$ cat config.mk
export PLATFORM = sky130hd
export DESIGN_NAME = tdmfa_core
export DESIGN_NICKNAME = d
export VERILOG_FILES = /design/src/tdmfa_pkg.sv /design/src/tdmfa_core.sv /design/src/tdmfa_linemap.sv
export SDC_FILE = /design/constraint.sdc
export NUM_CORES = 1
export LEC_CHECK = 0
export ABC_AREA = 0
export BUFFER_PORTS_ARGS = -buffer_cell sky130_fd_sc_hd__buf_2
export CORE_MARGIN = 3
export CORE_UTILIZATION = 35
export DETAILED_ROUTE_END_ITERATION = 6
export PLACE_DENSITY = 0.51
export SETUP_SLACK_MARGIN = 0.2
export SYNTH_ARGS = -nofsm -noshare
export SYNTH_HDL_FRONTEND = slang
export SYNTH_SLANG_ARGS = --single-unit
$ cat constraint.sdc
create_clock -name i_mclk -period 6.8 [get_ports i_mclk]
set_input_delay 0 -clock i_mclk [delete_from_list [all_inputs] [get_ports i_mclk]]
set_output_delay 0 -clock i_mclk [all_outputs]
set_load 0.02 [all_outputs]
$ cat src/tdmfa_pkg.sv
// constants, register map and shared types of the tdm frame alignment block
// assumes an 8-bit register view on a 32-bit classic wishbone slave
package tdmfa_pkg;

    // register byte addresses
    localparam logic [7:0] TSADJ_OFS = 8'h00;
    localparam logic [7:0] BSHIFT_OFS = 8'h04;
    localparam logic [7:0] EDGE_OFS = 8'h08;
    localparam logic [7:0] FLEN_OFS = 8'h0C;
    localparam logic [7:0] MODE_OFS = 8'h10;
    localparam logic [7:0] SUBCH_OFS = 8'h14;
    localparam logic [7:0] STATUS_OFS = 8'h18;
    localparam logic [7:0] POS_OFS = 8'h1C;

    // reset values
    localparam logic [7:0] TSADJ_RST = 8'h02;
    localparam logic [7:0] BSHIFT_RST = 8'h20;
    localparam logic [7:0] EDGE_RST = 8'h00;
    localparam logic [7:0] FLEN_RST = 8'hFF;
    localparam logic [7:0] MODE_RST = 8'h00;
    localparam logic [7:0] SUBCH_RST = 8'h00;

    // field positions
    localparam int BS_CDS_LSB = 4;
    localparam int BS_CUS_LSB = 0;
    localparam int EC_CXF_BIT = 3;
    localparam int EC_CRR_BIT = 2;
    localparam int EC_CBN_LSB = 0;
    localparam int MD_MODE_LSB = 0;
    localparam int MD_RECEIVE_SELECT_0_BIT = 2;
    localparam int MD_RECEIVE_SELECT_1_BIT = 3;
    localparam int MD_CSS_BIT = 4;
    localparam int MD_CSM_BIT = 5;

    // marked frame index = adjust*8 + common shift - bias
    localparam logic signed [12:0] MARK_BIAS = 13'sh0012;

    // interface modes and channel rates
    localparam logic [1:0] MODE_0 = 2'h0;
    localparam logic [1:0] MODE_1 = 2'h1;
    localparam logic [1:0] MODE_2 = 2'h2;
    localparam logic [1:0] MODE_3 = 2'h3;
    localparam logic [1:0] RATE_64K = 2'h0;
    localparam logic [1:0] RATE_32K = 2'h1;
    localparam logic [1:0] RATE_16K = 2'h2;

    typedef enum logic [1:0] {
        SY_HUNT,
        SY_PEND,
        SY_LOCK
    } tdmfa_sync_e;

endpackage
$ cat src/tdmfa_core.sv
// frame alignment, bit shifting, edge selection and subchannel marking
// assumes link clocks and frame syncs arrive asynchronously on pins and that
// the user side supplies transmit bits for the index it is shown
//
// Functional notes
// - adjust field equals marked timeslot plus two
// - common shift field picks the marked bit
// - common shift moves both directions alike
// - upstream shift moves upstream left 0..15 bits
// - sync select picks pcm or local framing
// - pcm source: sync output moves with data
// - local source: frame follows local sync input
// - transmit edge: rising, or next falling
// - receive edge: falling, or next rising
// - each port transmits on one fixed pin
// - mode 1 receive selects, pins 2,3 idle
// - mode 2 single input, only pin 0 drives
// - modes 0 and 3 fixed pins, selects zero
// - subchannel position per port from register
// - subchannel field picks exchanged bit positions
// - frame synced on sampled framing pulse rise
`timescale 1ns/1ps
module tdmfa_core (
    input wire logic i_mclk,
    input wire logic i_reset,
    input wire logic i_wb_cyc,
    input wire logic i_wb_stb,
    input wire logic i_wb_we,
    input wire logic [7:0] i_wb_adr,
    input wire logic [31:0] i_wb_dat,
    input wire logic [3:0] i_wb_sel,
    output logic [31:0] o_wb_dat,
    output logic o_wb_ack,
    input wire logic i_pcm_data_clock_in,
    input wire logic i_pcm_frame_sync_in,
    input wire logic i_local_data_clock,
    input wire logic i_local_frame_sync,
    output logic o_local_frame_sync,
    output logic o_local_frame_sync_oe,
    input wire logic [3:0] i_upstream_line,
    output logic [3:0] o_upstream_line,
    output logic [3:0] o_upstream_line_oe,
    input wire logic [3:0] i_downstream_line,
    output logic [3:0] o_downstream_line,
    output logic [3:0] o_downstream_line_oe,
    input wire logic [7:0] i_tx_bits,
    input wire logic [7:0] i_tx_enable,
    input wire logic [1:0] i_chan_rate,
    output logic [9:0] o_tx_bit_index,
    output logic o_tx_taken,
    output logic [7:0] o_sub_active,
    output logic [7:0] o_rx_bits,
    output logic [9:0] o_rx_bit_index,
    output logic o_rx_valid,
    output logic o_frame_locked
);

    typedef struct packed {
        logic [11:0] sy1;
        logic [11:0] sy2;
        logic clk_prev;
        logic fs_smp;
        tdmfa_pkg::tdmfa_sync_e sync;
        logic [7:0] tsadj;
        logic [7:0] bshift;
        logic [7:0] edge_c;
        logic [7:0] flen_lo;
        logic [7:0] mode_c;
        logic [7:0] subch;
        logic [10:0] act_len;
        logic [3:0] act_cus;
        logic act_cxf;
        logic act_crr;
        logic [9:0] ds_pos;
        logic [9:0] tx_next;
        logic [9:0] us_pos;
        logic [9:0] tx_idx;
        logic [9:0] rx_idx;
        logic [7:0] pin_tx;
        logic [7:0] pin_en;
        logic [7:0] rx_bits;
        logic [7:0] sub_act;
        logic rx_valid;
        logic tx_taken;
        logic fs_out;
        logic wb_ack;
        logic [7:0] wb_dat;
    } tdmfa_state_s;

    tdmfa_state_s st;
    tdmfa_state_s next_st;
    logic sync_source_select;
    logic sync_sample_edge;
    logic clk_sel;
    logic fs_sel;
    logic rise;
    logic fall;
    logic smp_edge;
    logic fs_rise;
    logic frame_go;
    logic launch;
    logic rx_edge;
    logic [10:0] new_len;
    logic [9:0] marked;
    logic [7:0] rx_map;
    logic [3:0] dn_allow;
    logic [3:0] up_allow;
    logic [7:0] rd_mux;

    // wrap a signed frame index into 0 .. len-1; one correction suffices
    // while software keeps the marked timeslot inside the frame
    function automatic logic [9:0] wrap(input logic signed [12:0] x, input logic [10:0] len);
        logic signed [12:0] y;
        y = x;
        if (y < 13'sh0000)
            y = y + $signed({2'h0, len});
        else if (y >= $signed({2'h0, len}))
            y = y - $signed({2'h0, len});
        return y[9:0];
    endfunction

    function automatic logic [9:0] add_wrap(input logic [9:0] a, input logic [4:0] b,
                                            input logic [10:0] len);
        return wrap($signed({3'h0, a}) + $signed({8'h00, b}), len);
    endfunction

    // effective 2-bit subchannel code of a logical port in the current mode
    function automatic logic [1:0] eff_sc(input logic [7:0] sc, input logic [1:0] mode,
                                          input int port);
        logic [2:0] p;
        p = 3'(port);
        case (mode)
            tdmfa_pkg::MODE_1: p = {2'h0, p[0]};
            tdmfa_pkg::MODE_2: p = 3'h0;
            default: p = {1'h0, p[1:0]};
        endcase
        return sc[{p[1:0], 1'h0} +: 2];
    endfunction

    // bit mask of the exchanged positions within an 8-bit timeslot
    function automatic logic [7:0] sub_mask(input logic [1:0] sc, input logic [1:0] rate);
        logic [7:0] m;
        m = 8'hFF;
        if (rate == tdmfa_pkg::RATE_32K)
            m = sc[0] ? 8'h0F : 8'hF0;
        else if (rate == tdmfa_pkg::RATE_16K)
            m = 8'hC0 >> {sc, 1'h0};
        return m;
    endfunction

    tdmfa_linemap u_linemap (
        .i_mode(st.mode_c[tdmfa_pkg::MD_MODE_LSB +: 2]),
        .i_rx_sel0(st.mode_c[tdmfa_pkg::MD_RECEIVE_SELECT_0_BIT]),
        .i_rx_sel1(st.mode_c[tdmfa_pkg::MD_RECEIVE_SELECT_1_BIT]),
        .i_up(st.sy2[7:4]),
        .i_down(st.sy2[3:0]),
        .o_rx(rx_map),
        .o_down_allow(dn_allow),
        .o_up_allow(up_allow)
    );

    // source selection and edge detection on the sampled link clock
    assign sync_source_select = st.mode_c[tdmfa_pkg::MD_CSS_BIT];
    assign sync_sample_edge = st.mode_c[tdmfa_pkg::MD_CSM_BIT];
    assign clk_sel = sync_source_select ? st.sy2[9] : st.sy2[11];
    assign fs_sel = sync_source_select ? st.sy2[8] : st.sy2[10];
    assign rise = clk_sel & ~st.clk_prev;
    assign fall = ~clk_sel & st.clk_prev;
    assign smp_edge = sync_sample_edge ? rise : fall;
    assign fs_rise = smp_edge & fs_sel & ~st.fs_smp;
    assign frame_go = rise && (st.sync == tdmfa_pkg::SY_PEND);
    assign launch = st.act_cxf ? fall : rise;
    assign rx_edge = st.act_crr ? rise : fall;
    assign new_len = {1'h0, st.edge_c[tdmfa_pkg::EC_CBN_LSB +: 2], st.flen_lo} + 11'h001;
    // adjust*8 + shift - 18 gives bit 7 of adjust-2 at shift 010
    assign marked = wrap($signed({3'h0, st.tsadj[6:0], 3'h0})
        + $signed({10'h000, st.bshift[tdmfa_pkg::BS_CDS_LSB +: 3]})
        - tdmfa_pkg::MARK_BIAS, new_len);

    // register read multiplexer; unmapped addresses read zero
    always_comb
    begin
        case (i_wb_adr)
            tdmfa_pkg::TSADJ_OFS: rd_mux = st.tsadj;
            tdmfa_pkg::BSHIFT_OFS: rd_mux = st.bshift;
            tdmfa_pkg::EDGE_OFS: rd_mux = st.edge_c;
            tdmfa_pkg::FLEN_OFS: rd_mux = st.flen_lo;
            tdmfa_pkg::MODE_OFS: rd_mux = st.mode_c;
            tdmfa_pkg::SUBCH_OFS: rd_mux = st.subch;
            tdmfa_pkg::STATUS_OFS:
                rd_mux = {st.sync == tdmfa_pkg::SY_LOCK, st.sync == tdmfa_pkg::SY_PEND,
                    4'h0, st.ds_pos[9:8]};
            tdmfa_pkg::POS_OFS: rd_mux = st.ds_pos[7:0];
            default: rd_mux = 8'h00;
        endcase
    end

    // next state of the whole block
    always_comb
    begin
        next_st = st;
        next_st.sy1 = {i_pcm_data_clock_in, i_pcm_frame_sync_in, i_local_data_clock,
            i_local_frame_sync, i_upstream_line, i_downstream_line};
        next_st.sy2 = st.sy1;
        next_st.clk_prev = clk_sel;
        next_st.tx_taken = 1'b0;
        next_st.rx_valid = 1'b0;
        // wishbone: ack one cycle after the request, write at the ack edge
        next_st.wb_ack = i_wb_cyc & i_wb_stb & ~st.wb_ack;
        if (i_wb_cyc && i_wb_stb && !st.wb_ack)
            next_st.wb_dat = rd_mux;
        if (i_wb_cyc && i_wb_stb && st.wb_ack && i_wb_we && i_wb_sel[0])
        begin
            case (i_wb_adr)
                tdmfa_pkg::TSADJ_OFS: next_st.tsadj = i_wb_dat[7:0];
                tdmfa_pkg::BSHIFT_OFS: next_st.bshift = i_wb_dat[7:0];
                tdmfa_pkg::EDGE_OFS: next_st.edge_c = i_wb_dat[7:0];
                tdmfa_pkg::FLEN_OFS: next_st.flen_lo = i_wb_dat[7:0];
                tdmfa_pkg::MODE_OFS: next_st.mode_c = i_wb_dat[7:0];
                tdmfa_pkg::SUBCH_OFS: next_st.subch = i_wb_dat[7:0];
                default: next_st.sync = st.sync;
            endcase
        end
        // framing pulse is sampled only on the chosen link clock edge
        if (smp_edge)
            next_st.fs_smp = fs_sel;
        // a pending frame start is served at the next bit boundary
        case (st.sync)
            tdmfa_pkg::SY_HUNT, tdmfa_pkg::SY_LOCK:
                if (fs_rise)
                    next_st.sync = tdmfa_pkg::SY_PEND;
            tdmfa_pkg::SY_PEND:
                if (rise)
                    next_st.sync = tdmfa_pkg::SY_LOCK;
            default: next_st.sync = tdmfa_pkg::SY_HUNT;
        endcase
        // receive samples the bit still marked by the old upstream index
        if (rx_edge)
        begin
            next_st.rx_bits = rx_map;
            next_st.rx_idx = st.us_pos;
            next_st.rx_valid = 1'b1;
        end
        // transmit takes the user bits for the index shown beforehand
        if (launch)
        begin
            next_st.pin_tx = i_tx_bits;
            next_st.pin_en = i_tx_enable;
            next_st.tx_taken = 1'b1;
            for (int p = 0; p < 8; p++)
                next_st.sub_act[p] = |(sub_mask(eff_sc(st.subch,
                    st.mode_c[tdmfa_pkg::MD_MODE_LSB +: 2], p), i_chan_rate)
                    & (8'h01 << ~st.tx_idx[2:0]));
        end
        // bit boundary: settings are only taken over at a frame start
        if (rise)
        begin
            if (frame_go)
            begin
                next_st.act_len = new_len;
                next_st.act_cus = st.bshift[tdmfa_pkg::BS_CUS_LSB +: 4];
                next_st.act_cxf = st.edge_c[tdmfa_pkg::EC_CXF_BIT];
                next_st.act_crr = st.edge_c[tdmfa_pkg::EC_CRR_BIT];
                next_st.ds_pos = marked;
                next_st.tx_next = add_wrap(marked, 5'h01, new_len);
                next_st.us_pos = add_wrap(marked,
                    {1'h0, st.bshift[tdmfa_pkg::BS_CUS_LSB +: 4]}, new_len);
            end
            else
            begin
                next_st.ds_pos = st.tx_next;
                next_st.tx_next = add_wrap(st.tx_next, 5'h01, st.act_len);
                next_st.us_pos = add_wrap(st.tx_next, {1'h0, st.act_cus}, st.act_len);
            end
            // sync output moves together with the shifted frame
            next_st.fs_out = (next_st.ds_pos == 10'h000);
        end
        next_st.tx_idx = next_st.act_cxf ? next_st.ds_pos : next_st.tx_next;
    end

    // single state register; sync reset to defined values
    always_ff @(posedge i_mclk)
    begin
        if (i_reset)
        begin
            st <= '0;
            st.sync <= tdmfa_pkg::SY_HUNT;
            st.tsadj <= tdmfa_pkg::TSADJ_RST;
            st.bshift <= tdmfa_pkg::BSHIFT_RST;
            st.edge_c <= tdmfa_pkg::EDGE_RST;
            st.flen_lo <= tdmfa_pkg::FLEN_RST;
            st.mode_c <= tdmfa_pkg::MODE_RST;
            st.subch <= tdmfa_pkg::SUBCH_RST;
            st.act_len <= 11'h100;
            st.tx_next <= 10'h001;
            st.tx_idx <= 10'h001;
            st.pin_tx <= 8'hFF;
        end
        else
        begin
            st <= next_st;
        end
    end

    // outputs straight from the state register
    assign o_wb_ack = st.wb_ack;
    assign o_wb_dat = {24'h000000, st.wb_dat};
    assign o_local_frame_sync = st.fs_out;
    assign o_local_frame_sync_oe = ~sync_source_select;
    assign o_downstream_line = st.pin_tx[3:0];
    assign o_downstream_line_oe = st.pin_en[3:0] & dn_allow;
    assign o_upstream_line = st.pin_tx[7:4];
    assign o_upstream_line_oe = st.pin_en[7:4] & up_allow;
    assign o_tx_bit_index = st.tx_idx;
    assign o_tx_taken = st.tx_taken;
    assign o_sub_active = st.sub_act;
    assign o_rx_bits = st.rx_bits;
    assign o_rx_bit_index = st.rx_idx;
    assign o_rx_valid = st.rx_valid;
    assign o_frame_locked = (st.sync == tdmfa_pkg::SY_LOCK);
endmodule

$ cat src/tdmfa_linemap.sv
// physical to logical line mapping of the serial ports
// assumes pin inputs are already synchronised to the block clock
`timescale 1ns/1ps
module tdmfa_linemap (
    input wire logic [1:0] i_mode,
    input wire logic i_rx_sel0,
    input wire logic i_rx_sel1,
    input wire logic [3:0] i_up,
    input wire logic [3:0] i_down,
    output logic [7:0] o_rx,
    output logic [3:0] o_down_allow,
    output logic [3:0] o_up_allow
);

    // transmit of logical port p (0..3) always sits on downstream pin p
    always_comb
    begin
        o_rx = 8'h00;
        o_down_allow = 4'hF;
        o_up_allow = 4'h0;
        case (i_mode)
            tdmfa_pkg::MODE_1:
            begin
                o_rx[0] = i_rx_sel0 ? i_up[2] : i_up[0];
                o_rx[1] = i_rx_sel1 ? i_up[3] : i_up[1];
                o_down_allow = 4'h3;
            end
            tdmfa_pkg::MODE_2:
            begin
                o_rx[0] = i_rx_sel0 ? i_up[2] : i_up[0];
                o_down_allow = 4'h1;
            end
            tdmfa_pkg::MODE_3:
            begin
                // all eight pins turn around; ports 4..7 use the upstream pins
                o_rx = {i_up, i_down};
                o_up_allow = 4'hF;
            end
            default:
            begin
                o_rx[3:0] = i_up;
            end
        endcase
    end

endmodule

# [Word-level counts from Yosys, hierarchy flattened]
# Index checks and enable logic that the tools add are counted.
[word_totals] elab_cells=177 register_bits=187
[classes] eq_ne=14 shift=9 add_sub_neg=17 bitwise_logic=18 reduce_logical=23 mux=57 order_cmp=10
[ops] cell="8-bit 2-to-1 mux" count=16
[ops] cell="10-bit 2-to-1 mux" count=11
[ops] cell="8-bit case mux with 8 select lines" count=1
[ops] cell="30-bit 2-to-1 mux" count=2
[ops] cell="10-bit adder" count=5
[ops] cell="10-bit subtractor" count=5
[ops] cell="11-bit greater-or-equal comparator" count=4
[ops] cell="11-bit by 1-bit less-than comparator with 1-bit output, second input constant" count=4
[ops] cell="10-bit by 1-bit adder with 11-bit output, second input constant" count=3
[ops] cell="8-bit AND" count=4
[ops] cell="8-bit by 5-bit == test with 1-bit output, second input constant" count=4
[ops] cell="32-bit 2-to-1 mux" count=1
[ops] cell="8-bit OR reduction" count=4
[ops] cell="8-bit by 4-bit variable part select with 2-bit output" count=4
[ops] cell="8-bit by 3-bit right shift with 8-bit output, first input constant" count=4
[ops] cell="10-bit by 4-bit adder with 11-bit output" count=2
[ops] cell="8-bit by 4-bit == test with 1-bit output, second input constant" count=2
[ops] cell="2-bit 2-to-1 mux" count=8
[ops] cell="2-bit AND reduction" count=7
[ops] cell="12-bit greater-or-equal comparator" count=1
[ops] cell="12-bit by 1-bit less-than comparator with 1-bit output, second input constant" count=1
[ops] cell="2-bit case mux with 2 select lines" count=3
[ops] cell="11-bit by 5-bit subtractor with 12-bit output, second input constant" count=1
[ops] cell="10-bit by 3-bit adder with 11-bit output" count=1
[ops] cell="19 further kinds" count=50

# [Longest topological paths before layout]
[depth] depth_word=13 mapped_depth=33 ltp_nobuf=31

# [By module]
# From an unflattened synthesis, not the netlist that was laid out.
[hier_totals] cells_unflattened=1584 area_unflattened_um2=12649.6
[by_module_without_submodules] module="tdmfa_core" area_each_um2=12435.7 seq_area_each_um2=3663.5 n_inst=1 cells_per_inst=1554
[by_module_without_submodules] module="tdmfa_linemap" area_each_um2=214.0 seq_area_each_um2=0.0 n_inst=1 cells_per_inst=30

# [Least setup slack after synthesis]
# No wires, ideal clock.
[synth_timing] path_type="register to register" start="register st[148] (netlist bit)" end="register st[73] (netlist bit)" arrival_time_ps=6092 n_path_buf=2 setup_ps=58 period_less_slack_ps=6149 path_stages_with_launch=33 slack_ps=651 path_cell_list="dfxtp_1 -> inv_1 -> ha_1 -> nand2b_1 -> a21o_1 -> nor2_1 -> xor2_1 -> ha_1 -> clkbuf_1 -> a21oi_1 -> o22ai_1 -> o21ai_1 -> a311oi_1 -> a311oi_4 -> inv_1 -> ha_1 -> and3_1 -> mux2i_1 -> a21oi_1 -> o21ai_0 -> xnor2_1 -> ha_1 -> o21a_1 -> o21ai_0 -> a31oi_1 -> o211ai_1 -> nand3_1 -> a21oi_1 -> clkbuf_1 -> nand2b_1 -> o21ai_0 -> a311oi_1 -> o21a_1"
[synth_via] elab_chain_cells=11
[synth_lines] element="start: declaration" line_no="tdmfa_core.sv:90" source="tdmfa_state_s st;"
[synth_lines] element="start signal: assignment" line_no="tdmfa_core.sv:301" source="st <= next_st;"
[synth_lines] element="10-bit by 3-bit adder with 11-bit output *" line_no="tdmfa_core.sv:177" source="+ $signed({10'h000, st.bshift[tdmfa_pkg::BS_CDS_LSB +: 3]})"
[synth_lines] element="11-bit by 5-bit subtractor with 12-bit output *" line_no="tdmfa_core.sv:178" source="- tdmfa_pkg::MARK_BIAS, new_len);"
[synth_lines] element="10-bit subtractor or 12-bit greater-or-equal comparator (tied branches)" line_no="tdmfa_core.sv:118, tdmfa_core.sv:117"
[synth_lines] element="10-bit 2-to-1 mux" line_no="tdmfa_core.sv:117" source="else if (y >= $signed({2'h0, len}))"
[synth_lines] element="10-bit 2-to-1 mux *" line_no="tdmfa_core.sv:115" source="if (y < 13'sh0000)"
[synth_lines] element="10-bit by 4-bit adder with 11-bit output *" line_no="tdmfa_core.sv:124" source="return wrap($signed({3'h0, a}) + $signed({8'h00, b}), len);"
[synth_lines] element="10-bit subtractor or 11-bit greater-or-equal comparator (tied branches)" line_no="tdmfa_core.sv:118, tdmfa_core.sv:117"
[synth_lines] element="10-bit 2-to-1 mux" line_no="tdmfa_core.sv:117"
[synth_lines] element="10-bit 2-to-1 mux *" line_no="tdmfa_core.sv:115"
[synth_lines] element="30-bit 2-to-1 mux *" line_no="tdmfa_core.sv:258" source="if (frame_go)"
[synth_lines] element="30-bit 2-to-1 mux *" line_no="tdmfa_core.sv:256" source="if (rise)"
# Every way passes the cells marked *; elsewhere a longest branch is shown, timed or not. The select of a mux whose other input is x is not followed.
# A chain may end at the register's enable or synchronous reset.

# [Final worst setup path]
[layout_timing] start="register st[151] (netlist bit)" end="register st[71] (netlist bit)"
# The elaborated chain is that of the path after synthesis.

==> reports/metrics.cfg <==
[place]
port_buffers=117
dp.final_hpwl_um=31100
dp_slack_ns=0.375
post_dp_cell_area_um2=13500
gp_congestion=0.924

[global_routing]
grt_pass1_wl_um=63300
grt_pass1_vias=10841
antenna_found_initial=0
track_usage=0.210
grt_start_max_net_pins=106
grt_remaining_overflow=0

[clock_network]
htreeDepth=4
cts_inserted_buffers=17
clkTransAtPathRegs_ns=0.08
clk_path_buf_depth=2
cts-root-buf=clkbuf_16
clock_sinks=183
clk_latency_ns=0.45
cts_tree=built

[sta]
rsz0062_at_grt=no
worstMarginPinSlew_ns=1.18
layout_setup_ws_ns=0.593
slew_headroom=0.209
hold_violations=0
setup-tns-final_ns=0
max_freq_mhz=161
hold_slack_ns=0.0204
finalClockSkew_ns=0.0138
setup_viol=0
fin_crit_sh=0.913
drv_slew=0
fin_crit_ns=6.21

[finish]
diodes=0
nets=1844
layout-drive-gt1-share=0.173
syn_to_final_growth_pct=16.9
design_area_um2=14700

[yosys]
synth_top_flop_cell=dfxtp_1
synth_area_leaders=dfxtp_1, ha_1, nor2_1, mux2i_1, buf_4
yosys_warnings=0
synth_edf_count=0
yosysSeqAreaShare=0.292
ys_ff_latch=183
syn_area_um2=12500
avgSynthCellArea_um2=8.06
synth_cells=1557
synth_cell_types=79
synth_top_area_share=0.292
async_flop_share=0
yosysTopAreaCell=dfxtp_1

[drt]
drt_iter0_markers=798
dr.pass1.iters=5
route.vias.total=11494
post_drt_via_cell_ratio=5.36
antenna_left=0
wl_um=41300
wl_per_cell_um=19.3
drcViolationCount=0

[floorplanning]
floorplan.initialDensity=0.359
num_rows=68
io-pin-count=169
die_area_um2=38200
die_x_um=195
core_um2=35000
die_h_um=195

[pwr]
power_density_nw_per_um2=164
power.leakage_nw=6.12
peakVddDrop_v=0.000188

[outcome]
status=complete, no violations

[critical_path]
cp_data_required_time_ns=7.18
r2r_slack_ns=0.59
cp_max_fo=7
criticalPathCategory=reg2reg
crit_arrival_ns=6.59
end_kind=flop
start_kind=flop

[worst_hold_path]
holdCritPathClass=in2reg

[flow_run]
max-cap-violations=0

-- synth_stat cells, types with 4 or more instances --
cell type,n
a211oi_1,24
xnor2_1,46
buf_4,78
o31ai_1,8
a211o_1,20
nand2_1,151
dfxtp_1,183
a221oi_1,12
o22ai_1,5
and2_1,6
buf_1,9
a22oi_1,11
nand2b_1,15
nor4_1,9
nand3b_1,11
a311oi_1,7
fa_1,7
nand4_1,15
nand3_1,29
or2_2,4
and3_1,9
clkbuf_1,71
nor3_1,36
mux2i_1,59
a21o_1,19
mux2_2,4
a31oi_1,17
a21oi_1,104
xor2_1,44
o21a_1,12
or3_1,5
nor3b_1,7
a22o_1,10
o21bai_1,7
nor2b_1,58
ha_1,82
o21ai_0,45
o211ai_1,16
inv_1,57
o221ai_1,12
nor2_1,171
-- flip-flops by register name, indices dropped and copies added, names as in the netlist, 4 cells and up --
register,count
st,119
next_st,12
o_rx_bit_index,10
o_tx_bit_index,10
o_rx_bits,8
o_wb_dat,8
o_downstream_line,4
o_sub_active,4
o_upstream_line,4
-- worst max-delay path, stage by stage (launching register included) --
cell      delay (ns)
dfxtp_1         0.41
o31a_1          0.34
nor4_2          0.22
xor2_1          0.18
buf_4           0.15
ha_2            0.31
nand2b_1        0.20
o22ai_2         0.25
o21a_2          0.22
nor3_1          0.06
buf_4           0.16
a311oi_4        0.36
inv_1           0.12
ha_1            0.37
nand3_1         0.09
o21ai_0         0.36
xor2_1          0.29
ha_1            0.30
o21a_1          0.17
o21ai_0         0.17
a31oi_1         0.08
o211ai_1        0.25
nand3_1         0.11
a21oi_1         0.13
buf_4           0.17
nand2_1         0.09
or4b_1          0.48
nand3_1         0.09
-- layout by cell type, fill, tap and decap left out, types with 14 or more instances in the layout --
cell,instances
dfxtp_1,177
nor2_1,167
nand2_1,150
buf_2,116
a21oi_1,104
buf_4,87
ha_1,77
mux2i_1,59
inv_1,57
nor2b_1,57
xnor2_1,44
o21ai_0,43
xor2_1,42
nor3_1,36
dlygate4sd3_1,36
nand3_1,29
a211oi_1,24
conb_1,24
a211o_1,20
a21o_1,19
a31oi_1,17
clkbuf_16,17
o211ai_1,16
nand4_1,15
nand2b_1,14
-- stage by stage --
step	std cells	power, W	util
detailed placement	2075	0.00137	0.387
CTS	2143	0.00243	0.415
global placement	2075	0.00137	0.387
floorplan	1580	0.00131	-
finish	2144	0.00241	0.419
global route	2144	0.00249	0.419
-- path summary, 6_finish.rpt --
| check | from | end | depth (start not counted) |
|---|---|---|---|
| max | st[151]$_SDFFE_PP0P_ | st[71]$_SDFFE_PP0P_ | 27 |
| min reg2reg | next_st[174]$_SDFF_PP0_ | st[174]$_SDFF_PP0_ | 1 |
| max reg2reg | st[151]$_SDFFE_PP0P_ | st[71]$_SDFFE_PP0P_ | 27 |
| min | i_wb_stb | o_wb_ack$_SDFF_PP0_ | 4 |
-- where the power goes --
part / switching [W] / internal, W
Sequential: 0.0000218 / 0.00109
Clock: 0.000536 / 0.000507
Combinational: 0.000152 / 0.0000976
Total: 0.000709 / 0.00170
-- cell type report --
class                   count  area [um^2]
fillers                  3539        20300
multi-input cells        1176         7990
flip-flops and latches    183         3670
repair buffers            240         1610
well taps                 455          569
clock buffers              17          425
inverters                  58          218
clock inverters            15          191
-- layer usage --
metal / global-route usage / routed length, um / vias up
met1: 0.301 / 19700 / 5456
met5: 0 / 0 / -
met2: 0.327 / 18800 / 351
met4: 0.0512 / 689 / 0
li1: - / - / 5645
met3: 0.0381 / 2180 / 42
-- kinds of logic after synthesis --
logic type	share of synthesized area
other	0.000299
multiplexers	0.0506
buffers and inverters	0.0909
adder cells (fa/ha/maj)	0.0929
XOR/XNOR	0.0641
flip-flops	0.292
AND/OR/NAND/NOR	0.208
AO/OA/AOI/OAI	0.201
-- timing repair --
item,in CTS,in global routing
hold buffers,36,0
endpoints found under the setup margin,0,26
buffers inserted,0,1
gates resized for setup,0,32
endpoints found under the hold margin,76,0
No activity file was read; power rests on OpenSTA's default activity.
